`config.mk`:
```
export PLATFORM = sky130hd
export DESIGN_NAME = ofd_decoder
export DESIGN_NICKNAME = d
export VERILOG_FILES = /design/src/include/ofd_pkg.sv /design/src/rtl/ofd_decoder.sv
export SDC_FILE = /design/constraint.sdc
export NUM_CORES = 1
export LEC_CHECK = 0
export BUFFER_PORTS_ARGS = -buffer_cell sky130_fd_sc_hd__buf_4
export CORE_MARGIN = 3
export CORE_UTILIZATION = 25
export CTS_CLUSTER_SIZE = 25
export DETAILED_ROUTE_END_ITERATION = 7
export GPL_TIMING_DRIVEN = 0
export SLEW_MARGIN = 20
export SYNTH_ARGS = -nofsm -noshare
export SYNTH_HDL_FRONTEND = slang
export SYNTH_SLANG_ARGS = --single-unit
```
`constraint.sdc`:
```
create_clock -name aclk -period 4.62 [get_ports aclk]
set_input_delay 0.462 -clock aclk [delete_from_list [all_inputs] [get_ports aclk]]
set_output_delay 0.462 -clock aclk [all_outputs]
set_load 0.05 [all_outputs]
```
`src/include/ofd_pkg.sv`:
```
// package for the operand field decoder: offsets, layouts, codes, carriers
package ofd_pkg;

  // ********************************************
  // register map (byte addresses)
  // ********************************************
  localparam logic [7:0] OFD_CTRL_OFS = 8'h00;
  localparam logic [7:0] OFD_INSN_OFS = 8'h04;
  localparam logic [7:0] OFD_EA_OFS = 8'h08;
  localparam logic [7:0] OFD_DEC_OFS = 8'h0C;
  localparam logic [7:0] OFD_IMM_OFS = 8'h10;
  localparam logic [7:0] OFD_BR_OFS = 8'h14;
  localparam logic [7:0] OFD_REGW_OFS = 8'h18;
  localparam logic [7:0] OFD_REGD_OFS = 8'h1C;
  localparam logic [7:0] OFD_RDBK_OFS = 8'h20;
  localparam logic [7:0] OFD_FLAG_OFS = 8'h24;
  localparam logic [7:0] OFD_XLAT_OFS = 8'h28;
  localparam logic [7:0] OFD_STR_OFS = 8'h2C;
  localparam logic [7:0] OFD_SREL_OFS = 8'h30;

  // ********************************************
  // field positions and codes
  // ********************************************
  localparam int OFD_W_BIT = 0;
  localparam int OFD_S_BIT = 1;
  localparam logic [1:0] OFD_DISP_NONE = 2'h0;
  localparam logic [1:0] OFD_DISP_8 = 2'h1;
  localparam logic [1:0] OFD_DISP_16 = 2'h2;
  localparam logic [1:0] OFD_REG_DIRECT = 2'h3;
  localparam logic [2:0] OFD_LOC_DIRECT = 3'h6;
  localparam logic [1:0] OFD_RESP_OKAY = 2'h0;
  localparam logic [1:0] OFD_RESP_SLVERR = 2'h2;
  localparam logic [15:0] OFD_REG_RST = 16'h0000;
  localparam logic [15:0] OFD_FLAG_RST = 16'h0000;

  typedef enum logic [3:0] {
    OFD_SEG_STACK,
    OFD_SEG_PROG,
    OFD_SEG_DATA0,
    OFD_SEG_DATA1
  } ofd_seg_t;

  // flag-update classes
  typedef enum logic [2:0] {
    OFD_FL_KEEP,
    OFD_FL_CLEAR,
    OFD_FL_SET,
    OFD_FL_RESULT,
    OFD_FL_UNDEF,
    OFD_FL_RESTORE
  } ofd_flcls_t;

  // decoded instruction fields
  typedef struct packed {
    logic [7:0] coproc_opcode;
    logic [1:0] seg_sel;
    logic [1:0] mod_field;
    logic [2:0] gp_operand_selector;
    logic [2:0] src_selector;
    logic [2:0] loc_field;
    logic sign_ext;
    logic word_sel;
  } ofd_insn_t;

  // decode result
  typedef struct packed {
    logic [15:0] ea;
    logic [3:0] dst_reg;
    logic [3:0] src_reg;
    logic [1:0] seg;
    logic reg_direct;
    logic direct_addr;
  } ofd_dec_t;

endpackage

```
`src/rtl/ofd_decoder.sv`:
```
// operand field decoder with register file and axi4-lite slave
//
// Design decisions made here: the register offsets and the AXI4-Lite interface to the registers.
`timescale 1ns/100ps
// Summary of operation
// RULE_01 - size bit: 0 byte, 1 word operands
// RULE_02 - s and w set: sign-extend immediate byte
// RULE_03 - disp field: 00 none, 01 8-bit, 10 16-bit
// RULE_04 - location 000-011: base plus index sums
// RULE_05 - location 100,101,111: single register base
// RULE_06 - location 110 with 00: direct address
// RULE_07 - 8-bit displacement sign-extended before add
// RULE_08 - byte register selection order
// RULE_09 - word register selection, second source field
// RULE_10 - segment codes 00,01,10 mapping
// RULE_11 - segment code 11 selects data segment zero
// RULE_12 - disp field 11 means register direct
// RULE_13 - immediate ranges for 3/4/8/16-bit constants
// RULE_14 - short branch: next address plus signed byte
// RULE_15 - translate table is 256 bytes, byte index
// RULE_16 - strings: source via source_index, dest via dest_index
// RULE_17 - return discard count 0 to 64K bytes
// RULE_18 - coprocessor opcode bits passed out
// RULE_19 - six flag update classes per flag
// RULE_20 - all architectural registers are 16 bits
// RULE_21 - accumulator usable as word or byte halves
module ofd_decoder
(
  input wire logic aclk,
  input wire logic aresetn,
  input wire logic [7:0] s_axi_awaddr,
  input wire logic s_axi_awvalid,
  output logic s_axi_awready,
  input wire logic [31:0] s_axi_wdata,
  input wire logic [3:0] s_axi_wstrb,
  input wire logic s_axi_wvalid,
  output logic s_axi_wready,
  output logic [1:0] s_axi_bresp,
  output logic s_axi_bvalid,
  input wire logic s_axi_bready,
  input wire logic [7:0] s_axi_araddr,
  input wire logic s_axi_arvalid,
  output logic s_axi_arready,
  output logic [31:0] s_axi_rdata,
  output logic [1:0] s_axi_rresp,
  output logic s_axi_rvalid,
  input wire logic s_axi_rready,
  output logic [7:0] coproc_opcode,
  output logic coproc_valid
);
  import ofd_pkg::*;

  // ********************************************
  // register file: 8 general, 4 segment
  // ********************************************
  logic [15:0] gpr_ff [0:7]; // [RULE_20]
  logic [15:0] seg_ff [0:3];
  logic [15:0] flag_word_ff;
  logic [15:0] flag_saved_ff;
  ofd_insn_t insn_ff;
  logic [15:0] disp_ff;
  logic [15:0] imm_ff;
  logic [15:0] pc_next_ff;
  logic [15:0] srel_ff;
  logic [3:0] imm_kind_ff;
  logic [7:0] xlat_idx_ff;
  logic [3:0] wr_idx_ff;
  logic [15:0] ea_ff;
  logic [15:0] imm_out_ff;
  logic [15:0] br_ff;
  logic [15:0] rdbk_ff;
  ofd_dec_t dec_ff;
  // ********************************************
  // axi write path
  // ********************************************
  logic aw_hold_ff;
  logic w_hold_ff;
  logic [7:0] awaddr_ff;
  logic [31:0] wdata_ff;
  logic [3:0] wstrb_ff;
  logic do_write;
  logic wr_hit;

  assign do_write = aw_hold_ff && w_hold_ff && !s_axi_bvalid;

  always_ff @(posedge aclk)
  begin
    if (!aresetn)
    begin
      aw_hold_ff <= 1'b0;
      awaddr_ff <= 8'h00;
    end
    else if (s_axi_awvalid && s_axi_awready)
    begin
      aw_hold_ff <= 1'b1;
      awaddr_ff <= s_axi_awaddr;
    end
    else if (do_write)
      aw_hold_ff <= 1'b0;
  end

  always_ff @(posedge aclk)
  begin
    if (!aresetn)
    begin
      w_hold_ff <= 1'b0;
      wdata_ff <= 32'h0000_0000;
      wstrb_ff <= 4'h0;
    end
    else if (s_axi_wvalid && s_axi_wready)
    begin
      w_hold_ff <= 1'b1;
      wdata_ff <= s_axi_wdata;
      wstrb_ff <= s_axi_wstrb;
    end
    else if (do_write)
      w_hold_ff <= 1'b0;
  end

  always_ff @(posedge aclk)
  begin
    if (!aresetn)
    begin
      s_axi_awready <= 1'b0;
      s_axi_wready <= 1'b0;
    end
    else
    begin
      s_axi_awready <= !aw_hold_ff && !(s_axi_awvalid && s_axi_awready);
      s_axi_wready <= !w_hold_ff && !(s_axi_wvalid && s_axi_wready);
    end
  end

  always_comb
  begin
    case (awaddr_ff)
      OFD_CTRL_OFS, OFD_INSN_OFS, OFD_IMM_OFS, OFD_BR_OFS, OFD_REGW_OFS,
      OFD_REGD_OFS, OFD_FLAG_OFS, OFD_XLAT_OFS, OFD_SREL_OFS: wr_hit = 1'b1;
      default: wr_hit = 1'b0;
    endcase
  end

  always_ff @(posedge aclk)
  begin
    if (!aresetn)
    begin
      s_axi_bvalid <= 1'b0;
      s_axi_bresp <= OFD_RESP_OKAY;
    end
    else if (do_write)
    begin
      s_axi_bvalid <= 1'b1;
      s_axi_bresp <= wr_hit ? OFD_RESP_OKAY : OFD_RESP_SLVERR;
    end
    else if (s_axi_bready)
      s_axi_bvalid <= 1'b0;
  end

  // ********************************************
  // software writes into the operand state
  // ********************************************
  logic wr_on;
  assign wr_on = do_write && wr_hit;

  always_ff @(posedge aclk)
  begin
    if (!aresetn)
    begin
      insn_ff <= '0;
      disp_ff <= 16'h0000;
      imm_ff <= 16'h0000;
      imm_kind_ff <= 4'h0;
      pc_next_ff <= 16'h0000;
      xlat_idx_ff <= 8'h00;
      srel_ff <= 16'h0000;
      wr_idx_ff <= 4'h0;
    end
    else if (wr_on)
    begin
      case (awaddr_ff)
        OFD_CTRL_OFS: wr_idx_ff <= wdata_ff[3:0];
        OFD_INSN_OFS: insn_ff <= wdata_ff[$bits(ofd_insn_t)-1:0];
        OFD_IMM_OFS:
        begin
          imm_ff <= wdata_ff[15:0];
          imm_kind_ff <= wdata_ff[19:16];
          disp_ff <= wdata_ff[15:0];
        end
        OFD_BR_OFS: pc_next_ff <= wdata_ff[15:0];
        OFD_XLAT_OFS: xlat_idx_ff <= wdata_ff[7:0]; // [RULE_15]
        OFD_SREL_OFS: srel_ff <= wdata_ff[15:0]; // [RULE_17]
        default: ;
      endcase
    end
  end

  // ********************************************
  // effective address formation
  // ********************************************
  logic [15:0] base;
  logic [15:0] disp_ext;
  logic [15:0] ea;
  logic direct_addr;
  logic reg_direct;
  always_comb
  begin
    direct_addr = 1'b0;
    reg_direct = (insn_ff.mod_field == OFD_REG_DIRECT); // [RULE_12]
    case (insn_ff.loc_field)
      3'h0: base = gpr_ff[3] + gpr_ff[6]; // [RULE_04]
      3'h1: base = gpr_ff[3] + gpr_ff[7]; // [RULE_04]
      3'h2: base = gpr_ff[5] + gpr_ff[6]; // [RULE_04]
      3'h3: base = gpr_ff[5] + gpr_ff[7]; // [RULE_04]
      3'h4: base = gpr_ff[6]; // [RULE_05] [RULE_16]
      3'h5: base = gpr_ff[7]; // [RULE_05] [RULE_16]
      3'h6: base = gpr_ff[5];
      default: base = gpr_ff[3]; // [RULE_05]
    endcase
    case (insn_ff.mod_field)
      OFD_DISP_8: disp_ext = {{8{disp_ff[7]}}, disp_ff[7:0]}; // [RULE_03] [RULE_07]
      OFD_DISP_16: disp_ext = disp_ff; // [RULE_03]
      default: disp_ext = 16'h0000; // [RULE_03]
    endcase
    if (insn_ff.loc_field == OFD_LOC_DIRECT && insn_ff.mod_field == OFD_DISP_NONE)
    begin
      direct_addr = 1'b1;
      ea = disp_ff; // [RULE_06]
    end
    else
      ea = base + disp_ext; // [RULE_06]
  end

  // ********************************************
  // register, segment and immediate decode
  // ********************************************
  logic [15:0] imm_val;
  always_comb
  begin
    if (insn_ff.word_sel && insn_ff.sign_ext)
      imm_val = {{8{imm_ff[7]}}, imm_ff[7:0]}; // [RULE_02]
    else if (insn_ff.word_sel)
      imm_val = imm_ff; // [RULE_01]
    else
      imm_val = {8'h00, imm_ff[7:0]}; // [RULE_01]
    case (imm_kind_ff)
      4'h3: imm_val = {13'h0000, imm_ff[2:0]}; // [RULE_13]
      4'h4: imm_val = {12'h000, imm_ff[3:0]}; // [RULE_13]
      4'h8: imm_val = {8'h00, imm_ff[7:0]}; // [RULE_13]
      default: ;
    endcase
  end

  // map 3-bit code to 4-bit target: bit3 marks byte, bit2 high half
  function automatic logic [3:0] reg_code(input logic [2:0] sel, input logic wsel);
    reg_code = wsel ? {1'b0, sel} : {1'b1, sel}; // [RULE_08] [RULE_09]
  endfunction

  // read one register as byte or word view
  function automatic logic [15:0] reg_view(input logic [3:0] code, input logic [15:0] r [0:7]);
    logic [15:0] w;
    w = r[{1'b0, code[1:0]}];
    if (!code[3])
      reg_view = r[code[2:0]];
    else if (code[2])
      reg_view = {8'h00, w[15:8]}; // [RULE_21]
    else
      reg_view = {8'h00, w[7:0]}; // [RULE_21]
  endfunction

  logic [1:0] seg_dec;
  always_comb
  begin
    case (insn_ff.seg_sel)
      2'h0: seg_dec = 2'(OFD_SEG_DATA1); // [RULE_10]
      2'h1: seg_dec = 2'(OFD_SEG_PROG); // [RULE_10]
      2'h2: seg_dec = 2'(OFD_SEG_STACK); // [RULE_10]
      default: seg_dec = 2'(OFD_SEG_DATA0); // [RULE_11]
    endcase
  end

  // ********************************************
  // registered results
  // ********************************************
  always_ff @(posedge aclk)
  begin
    if (!aresetn)
    begin
      ea_ff <= 16'h0000;
      imm_out_ff <= 16'h0000;
      br_ff <= 16'h0000;
      dec_ff <= '0;
      rdbk_ff <= 16'h0000;
    end
    else
    begin
      ea_ff <= ea;
      imm_out_ff <= imm_val;
      br_ff <= pc_next_ff + {{8{imm_ff[7]}}, imm_ff[7:0]}; // [RULE_14]
      dec_ff.ea <= ea;
      dec_ff.dst_reg <= reg_code(insn_ff.gp_operand_selector, insn_ff.word_sel);
      dec_ff.src_reg <= reg_code(insn_ff.src_selector, insn_ff.word_sel); // [RULE_09]
      dec_ff.seg <= seg_dec;
      dec_ff.reg_direct <= reg_direct;
      dec_ff.direct_addr <= direct_addr;
      rdbk_ff <= reg_view(reg_code(insn_ff.gp_operand_selector, insn_ff.word_sel), gpr_ff);
    end
  end

  // ********************************************
  // register write-back and flags
  // ********************************************
  always_ff @(posedge aclk)
  begin
    if (!aresetn)
    begin
      for (int i = 0; i < 8; i++)
        gpr_ff[i] <= OFD_REG_RST;
      for (int i = 0; i < 4; i++)
        seg_ff[i] <= OFD_REG_RST;
    end
    else if (wr_on && awaddr_ff == OFD_REGW_OFS)
    begin
      if (wr_idx_ff[3])
        seg_ff[wr_idx_ff[1:0]] <= wdata_ff[15:0];
      else if (insn_ff.word_sel)
        gpr_ff[wr_idx_ff[2:0]] <= wdata_ff[15:0]; // [RULE_01]
      else if (wr_idx_ff[2])
        gpr_ff[{1'b0, wr_idx_ff[1:0]}][15:8] <= wdata_ff[7:0]; // [RULE_21]
      else
        gpr_ff[{1'b0, wr_idx_ff[1:0]}][7:0] <= wdata_ff[7:0]; // [RULE_21]
    end
  end

  always_ff @(posedge aclk)
  begin
    if (!aresetn)
    begin
      flag_word_ff <= OFD_FLAG_RST;
      flag_saved_ff <= OFD_FLAG_RST;
    end
    else if (wr_on && awaddr_ff == OFD_FLAG_OFS)
    begin
      flag_saved_ff <= flag_word_ff;
      // class and bit travel with this write; a stored copy would lag one write
      case (wdata_ff[2:0])
        3'(OFD_FL_CLEAR): flag_word_ff[wdata_ff[7:4]] <= 1'b0; // [RULE_19]
        3'(OFD_FL_SET): flag_word_ff[wdata_ff[7:4]] <= 1'b1; // [RULE_19]
        3'(OFD_FL_RESULT): flag_word_ff[wdata_ff[7:4]] <= wdata_ff[16]; // [RULE_19]
        3'(OFD_FL_UNDEF): flag_word_ff[wdata_ff[7:4]] <= 1'b0; // [RULE_19]
        3'(OFD_FL_RESTORE): flag_word_ff <= flag_saved_ff; // [RULE_19]
        default: ; // [RULE_19]
      endcase
    end
  end

  // coprocessor escape opcode handed out as a one-cycle pulse
  always_ff @(posedge aclk)
  begin
    if (!aresetn)
    begin
      coproc_opcode <= 8'h00;
      coproc_valid <= 1'b0;
    end
    else
    begin
      coproc_valid <= wr_on && awaddr_ff == OFD_INSN_OFS;
      if (wr_on && awaddr_ff == OFD_INSN_OFS)
        coproc_opcode <= wdata_ff[$bits(ofd_insn_t)-1 -: 8]; // [RULE_18]
    end
  end

  // ********************************************
  // axi read path
  // ********************************************
  logic [31:0] rd_mux;
  logic rd_hit;
  always_comb
  begin
    rd_hit = 1'b1;
    case (s_axi_araddr)
      OFD_CTRL_OFS: rd_mux = {28'h0000000, wr_idx_ff};
      OFD_INSN_OFS: rd_mux = 32'($unsigned(insn_ff));
      OFD_EA_OFS: rd_mux = {16'h0000, ea_ff};
      OFD_DEC_OFS: rd_mux = 32'($unsigned(dec_ff));
      OFD_IMM_OFS: rd_mux = {16'h0000, imm_out_ff};
      OFD_BR_OFS: rd_mux = {16'h0000, br_ff};
      OFD_RDBK_OFS: rd_mux = {16'h0000, rdbk_ff};
      OFD_FLAG_OFS: rd_mux = {flag_saved_ff, flag_word_ff};
      OFD_XLAT_OFS: rd_mux = {16'h0000, gpr_ff[3] + {8'h00, xlat_idx_ff}}; // [RULE_15]
      OFD_STR_OFS: rd_mux = {gpr_ff[7], gpr_ff[6]}; // [RULE_16]
      OFD_SREL_OFS: rd_mux = {16'h0000, srel_ff};
      default:
      begin
        rd_mux = 32'h0000_0000;
        rd_hit = 1'b0;
      end
    endcase
  end

  always_ff @(posedge aclk)
  begin
    if (!aresetn)
    begin
      s_axi_arready <= 1'b0;
      s_axi_rvalid <= 1'b0;
      s_axi_rdata <= 32'h0000_0000;
      s_axi_rresp <= OFD_RESP_OKAY;
    end
    else if (s_axi_arvalid && s_axi_arready)
    begin
      s_axi_arready <= 1'b0;
      s_axi_rvalid <= 1'b1;
      s_axi_rdata <= rd_mux;
      s_axi_rresp <= rd_hit ? OFD_RESP_OKAY : OFD_RESP_SLVERR;
    end
    else if (s_axi_rvalid)
    begin
      if (s_axi_rready)
      begin
        s_axi_rvalid <= 1'b0;
        s_axi_arready <= 1'b1;
      end
    end
    else
      s_axi_arready <= 1'b1;
  end

endmodule // ofd_decoder

```
Word-level counts from Yosys, hierarchy flattened
Index checks and enable logic that the tools add are counted.
- $add $sub $neg: 7
- order comparisons: 8
- equality and inequality tests: 38
- muxes and demuxes: 48
- bitwise operators: 9
- reduce and logical (&&, ||, !) cells: 42
- operator list (kind ; number):
    bitwise mux 128 bit ; 3
    case mux 32 bit (11 select lines) ; 1
    2-to-1 mux 128 bit ; 2
    2-to-1 mux 16 bit ; 10
    demux 16 bit (select 3 bit) ; 3
    case mux 16 bit (7 select lines) ; 1
    adder 16 bit ; 6
    binary-select mux 16 bit (select 3 bit) ; 2
    equality test 8 x 6 -> 1 bit (second input constant) ; 8
    case mux 16 bit (4 select lines) ; 1
    equality test 8 x 5 -> 1 bit (second input constant) ; 6
    case mux 16 bit (3 select lines) ; 1
    case mux 16 bit (2 select lines) ; 1
    adder 16 x 8 -> 16 bit ; 1
    bitwise AND 16 bit ; 1
    bitwise mux 16 bit ; 1
    equality test 8 x 3 -> 1 bit (second input constant) ; 2
    equality test 8 x 4 -> 1 bit (second input constant) ; 2
    >= comparator 4 bit (second input constant) ; 4
    logical AND 1 bit ; 16
    logical NOT 8 bit ; 2
    2-to-1 mux 8 bit ; 2
    inverter 16 bit ; 1
    bitwise OR 16 bit ; 1
    29 further kinds ; 74
- register bits: 406
- input bits: 59
- output and inout port bits: 50
- word-level logic and storage cells: 199

Logic depth before layout (Yosys ltp)
- depth after elaboration: 8
- mapped depth: 26

Worst setup path after synthesis
OpenSTA, ideal clock, no wires.
- path type: reg-to-reg
- from: reg insn_ff[4] in the netlist's numbering
- to: reg dec_ff[27] in the netlist's numbering
- setup time: 62 ps
- data arrival time: 4696 ps
- setup slack: -138 ps
- cell stages (with the launch flop): 22
- path buffers: 2
- period minus slack after synthesis: 4758 ps
- cells stage by stage: dfxtp_1 buf_2 nand3b_1 clkbuf_1 mux2_2 ha_1 a21o_1 a221o_1 a21o_1 a21oi_1 xnor2_1 a211oi_1 a211oi_1 ha_1 nand2_1 o2bb2a_1 o31ai_1 o211ai_1 a31oi_1 nand4_1 mux2_1 nand3_1
- cells in the longest elaborated chain, start to end: 4
- elaborated cells on any way between the ends: 11
- RTL lines (item ; line ; RTL):
    from (decl) ; ofd_decoder.sv:60 ; ofd_insn_t insn_ff;
    from (signal assigned) ; ofd_decoder.sv:182 ; OFD_INSN_OFS: insn_ff <= wdata_ff[$bits(ofd_insn_t)-1:0];
    equality test 3 bit, or another cell as far along ; ofd_decoder.sv:209, ofd_decoder.sv:224 ;
    case mux 16 bit (7 select lines) ; ofd_decoder.sv:209 ; case (insn_ff.loc_field)
    adder 16 bit ; ofd_decoder.sv:230 ; ea = base + disp_ext;
    2-to-1 mux 16 bit (*) ; ofd_decoder.sv:224 ; if (insn_ff.loc_field == OFD_LOC_DIRECT && insn_ff.mod_field == OFD_DISP_NONE)
    to (decl) ; ofd_decoder.sv:72 ; ofd_dec_t dec_ff;
Every way passes the cells marked *; elsewhere a longest branch is shown, timed or not.
A chain may end at the register's enable or synchronous reset.

Final worst setup path
- from: reg insn_ff[3] in the netlist's numbering
- to: reg dec_ff[27] in the netlist's numbering
Same word-level chain as after synthesis.

==> flow_metrics.py <==
metrics = {
    "pwr": {
        "p_per_area_mw_per_mm2": 294,
        "pwr-share-clk": 0.503,
        "p_sw_w": 0.00183,
        "p_int_w": 0.00576,
        "report.power.total_w": 0.00759,
        "p_seq_frac": 0.453,
        "p_leak_nw": 9.49,
        "peakVddDrop_v": 0.000254,
        "p_sw_frac": 0.241,
        "combPwrFrac": 0.044,
    },
    "floorplan": {
        "fp-row-count": 106,
        "io_pins": 109,
        "die_w_um": 298,
        "die_h_um": 298,
        "initial_core_util": 0.253,
        "die-area_sq_mm": 0.0887,
        "coreArea_sq_mm": 0.0840,
    },
    "critical_path": {
        "path_class": "flip-flop to flip-flop",
        "end_kind": "flip-flop",
        "critPathSlowestCell": "a211oi_4",
        "path_cells": "buf_6 > nand3b_1 > buf_6 > mux2_2 > ha_1 > a21o_1 > a221o_1 > a21o_1 > a21oi_2 > xnor2_1 > a211oi_2 > a211oi_4 > ha_4 > nand2_4 > o2bb2a_4 > o31ai_4 > o211ai_1 > a31oi_2 > nand4_1 > mux2_4 > nand3_2",
        "crit_path_start": "insn_ff[3]",
        "startpoint_type": "flip-flop",
        "critPathBufInv": 2,
        "cpLargestDelayFamily": "compound AO/OA/AOI/OAI gates",
        "slowest_delay_ns": 0.41,
        "critical_path_depth": 21,
        "reg2reg_to": "dec_ff[27]",
        "r2r-start": "insn_ff[3]",
        "r2r_slack_ns": -0.03,
        "worst_ep_arrival_time_ns": 5.17,
        "r2r_cells": 21,
        "crit_fanout": 6,
        "cp.required_ns": 5.14,
        "worstSetupEndpoint": "dec_ff[27]",
    },
    "global_route": {
        "grt_pass1_vias": 18088,
        "grt_max_degree": 16,
        "overflow": 0,
        "grt_util_all_layers": 0.191,
        "grt_pass1_wl_um": 126000,
        "antenna_found_initial": 3,
    },
    "cells_and_area": {
        "regArea_sq_mm": 0.00791,
        "syn_to_final_growth_pct": 21.4,
        "drive_above_1_share": 0.167,
        "final_net_count": 2670,
        "fill_cells": 8789,
        "most-common-layout-cells": "dfxtp_1, nand2_1, mux2i_1, nor2b_1, clkbuf_1",
        "post-route-util": 0.308,
        "multi_input_area_sq_mm": 0.0130,
        "final_common_cell": "dfxtp_1",
    },
    "sta": {
        "rsz0062_at_grt": "true",
        "hold_viol": 0,
        "worstMarginPinSlew_ns": 1.18,
        "finalMaxSlewViolations": 0,
        "period_minus_slack_ns": 4.65,
        "clock_skew_ns": 0.0284,
        "slew_headroom": 0.214,
        "setup_ws_ns": -0.0300,
        "hold_slack_ns": 0.124,
        "min_period_over_period": 1.01,
        "setup_viol": 1,
        "max_freq_mhz": 215,
    },
    "synth": {
        "seq_area_frac_synth": 0.372,
        "syn-instance-count": 2359,
        "yosysWarnings": 0,
        "ys_ff_latch": 395,
        "synth_cell_type_count": 79,
        "synth_ff_type": "dfxtp_1",
        "netlist_area_sq_mm": 0.0213,
        "syn_area_per_cell_sq_um": 9.02,
        "ys_async_sr_fraction": 0,
        "synth_edf_count": 0,
    },
    "place": {
        "hpwl_um": 66300,
        "port_buffers": 92,
        "gp_congestion": 1.01,
    },
    "detailed_routing": {
        "drt_iter0_drc": 2535,
        "drc_errors": 0,
        "routed-via-count": 19556,
        "final_antenna_net_count": 0,
        "routedWlPerCell_um": 24.0,
        "drt_pass1_iterations": 6,
        "viasPerCell": 5.29,
        "wirelength_um": 88600,
    },
    "worst_hold_path": {
        "hold_path_class": "input pin to flip-flop",
    },
    "clock_network": {
        "cts_root_buf": "clkbuf_16",
        "cts_inserted_buffers": 45,
        "path_clk_slew_ns": 0.06,
        "tritoncts": "yes",
        "cts-htree-levels": 2,
        "clock_latency_ns": 0.60,
        "cts_buffer_depth": 3,
        "cts_sinks": 395,
    },
    "run": {
        "maxCapViolCount": 0,
    },
    "status": {
        "status": "finished, violations left",
        "violations": "setup timing",
    },
}
-- cells in the mapped netlist, drive strengths merged (8+ instances only) --
library cell | number | share of area
a22oi | 49 | 0.017
and3 | 17 | 0.0050
mux2i | 141 | 0.066
a221oi | 24 | 0.0099
o221ai | 11 | 0.0045
nor2 | 87 | 0.017
mux2 | 58 | 0.031
and2 | 49 | 0.014
nand3b | 9 | 0.0032
a222oi | 19 | 0.0089
a21o | 22 | 0.0078
o211a | 42 | 0.020
nand2b | 24 | 0.0071
nand2 | 367 | 0.065
a22o | 22 | 0.0091
a21oi | 82 | 0.019
mux4 | 35 | 0.037
inv | 39 | 0.0069
xor2 | 23 | 0.0095
a31oi | 17 | 0.0050
o21a | 13 | 0.0046
nand3 | 32 | 0.0078
a211oi | 15 | 0.0053
xnor2 | 33 | 0.014
dfxtp | 395 | 0.37
a21boi | 133 | 0.047
clkbuf | 142 | 0.025
ha | 77 | 0.045
o22ai | 8 | 0.0024
nor2b | 141 | 0.041
buf | 37 | 0.0093
nor3 | 24 | 0.0069
o21ai | 87 | 0.020
-- logic make-up after synthesis --
family          after synthesis  share of synthesized area
simple gates                787                      0.180
compound gates              586                      0.199
fa+ha+maj                    82                     0.0500
flops                       395                      0.372
xor+xnor                     56                     0.0230
mux                         234                      0.134
other cells                   1                   0.000176
buf+inv                     218                     0.0413
-- final cells by class --
class,count,area share
Antenna cell,1,0.0000969
Buffer,178,0.0299
Clock buffer,61,0.0494
Clock inverter,21,0.0115
Inverter,39,0.00567
Multi-Input combinational cell,1747,0.505
Sequential cell,395,0.306
Tap cell,1134,0.0549
Timing Repair Buffer,123,0.0370
-- worst min path at each step --
stage | depth (start not counted) | slack (ns) | from | endpoint
2_1_floorplan | 2 | 0.43 | wdata_ff[20] | insn_ff[20]
3_3_place_gp | 2 | 0.44 | s_axi_rdata[25] | s_axi_rdata[25]
3_5_place_dp | 2 | 0.44 | s_axi_rdata[25] | s_axi_rdata[25]
4_1_cts | 3 | 0.10 | s_axi_wdata[11] | wdata_ff[11]
5_1_grt | 3 | 0.14 | s_axi_wdata[17] | wdata_ff[17]
6_report | 3 | 0.12 | s_axi_wdata[22] | wdata_ff[22]
-- power groups by stage --
| stage | combinational (W) | sequential (W) | clock, W |
|---|---|---|---|
| after floorplan | 0.000148 | 0.00352 | 0 |
| after global placement | 0.000319 | 0.00352 | 0 |
| after detailed placement | 0.000321 | 0.00352 | 0 |
| after CTS | 0.000322 | 0.00344 | 0.00387 |
| after global routing | 0.000342 | 0.00344 | 0.00399 |
| final | 0.000330 | 0.00344 | 0.00382 |
-- per-stage QoR --
step	TNS, ns	area, sq um	setup slack [ns]	instances
after detailed placement	-9.17	23400	-1.40	3586
after CTS	0	25500	0.00368	3687
final	-0.0300	25800	-0.0300	3699
after floorplan	0	21300	0.00666	2360
after global routing	-0.514	25800	-0.175	3698
after global placement	-9.22	23400	-1.37	3586
-- registers in the layout (all words and copies together) (netlist names), 4 cells and up --
| name | count |
|---|---|
| gpr_ff | 128 |
| awaddr_ff | 8 |
| wr_idx_ff | 4 |
| imm_kind_ff | 4 |
| insn_ff | 23 |
| flag_saved_ff | 16 |
| srel_ff | 16 |
| pc_next_ff | 16 |
| imm_out_ff | 16 |
| xlat_idx_ff | 8 |
| wdata_ff | 23 |
| dec_ff | 27 |
| rdbk_ff | 16 |
| br_ff | 16 |
| imm_ff | 16 |
| flag_word_ff | 16 |
| s_axi_rdata | 32 |
-- metal layers --
layer	wire [um]	track usage	vias up
met5	13	0	-
met4	5830	0.106	2
met3	8490	0.0375	262
met2	36000	0.276	1150
met1	38200	0.266	9376
li1	-	-	8766
-- worst reg2reg max path, delay by kind of cell, from the launching register on --
kind | cells | cell delay (ns)
AO/OA/AOI/OAI | 10 | 2.26
multiplexers | 2 | 0.66
adder cells (fa/ha/maj) | 2 | 0.50
AND/OR/NAND/NOR | 4 | 0.41
flip-flops | 1 | 0.32
buffers and inverters | 2 | 0.27
XOR/XNOR | 1 | 0.16
-- repair_timing --
item                       CTS  global route
gates resized for setup     73            53
setup endpoints to repair   11             7
hold endpoints to repair     0             0
pin swaps                   33            45
hold buffers                 0             0
buffers inserted            19            12
No activity file was read; power rests on OpenSTA's default activity.
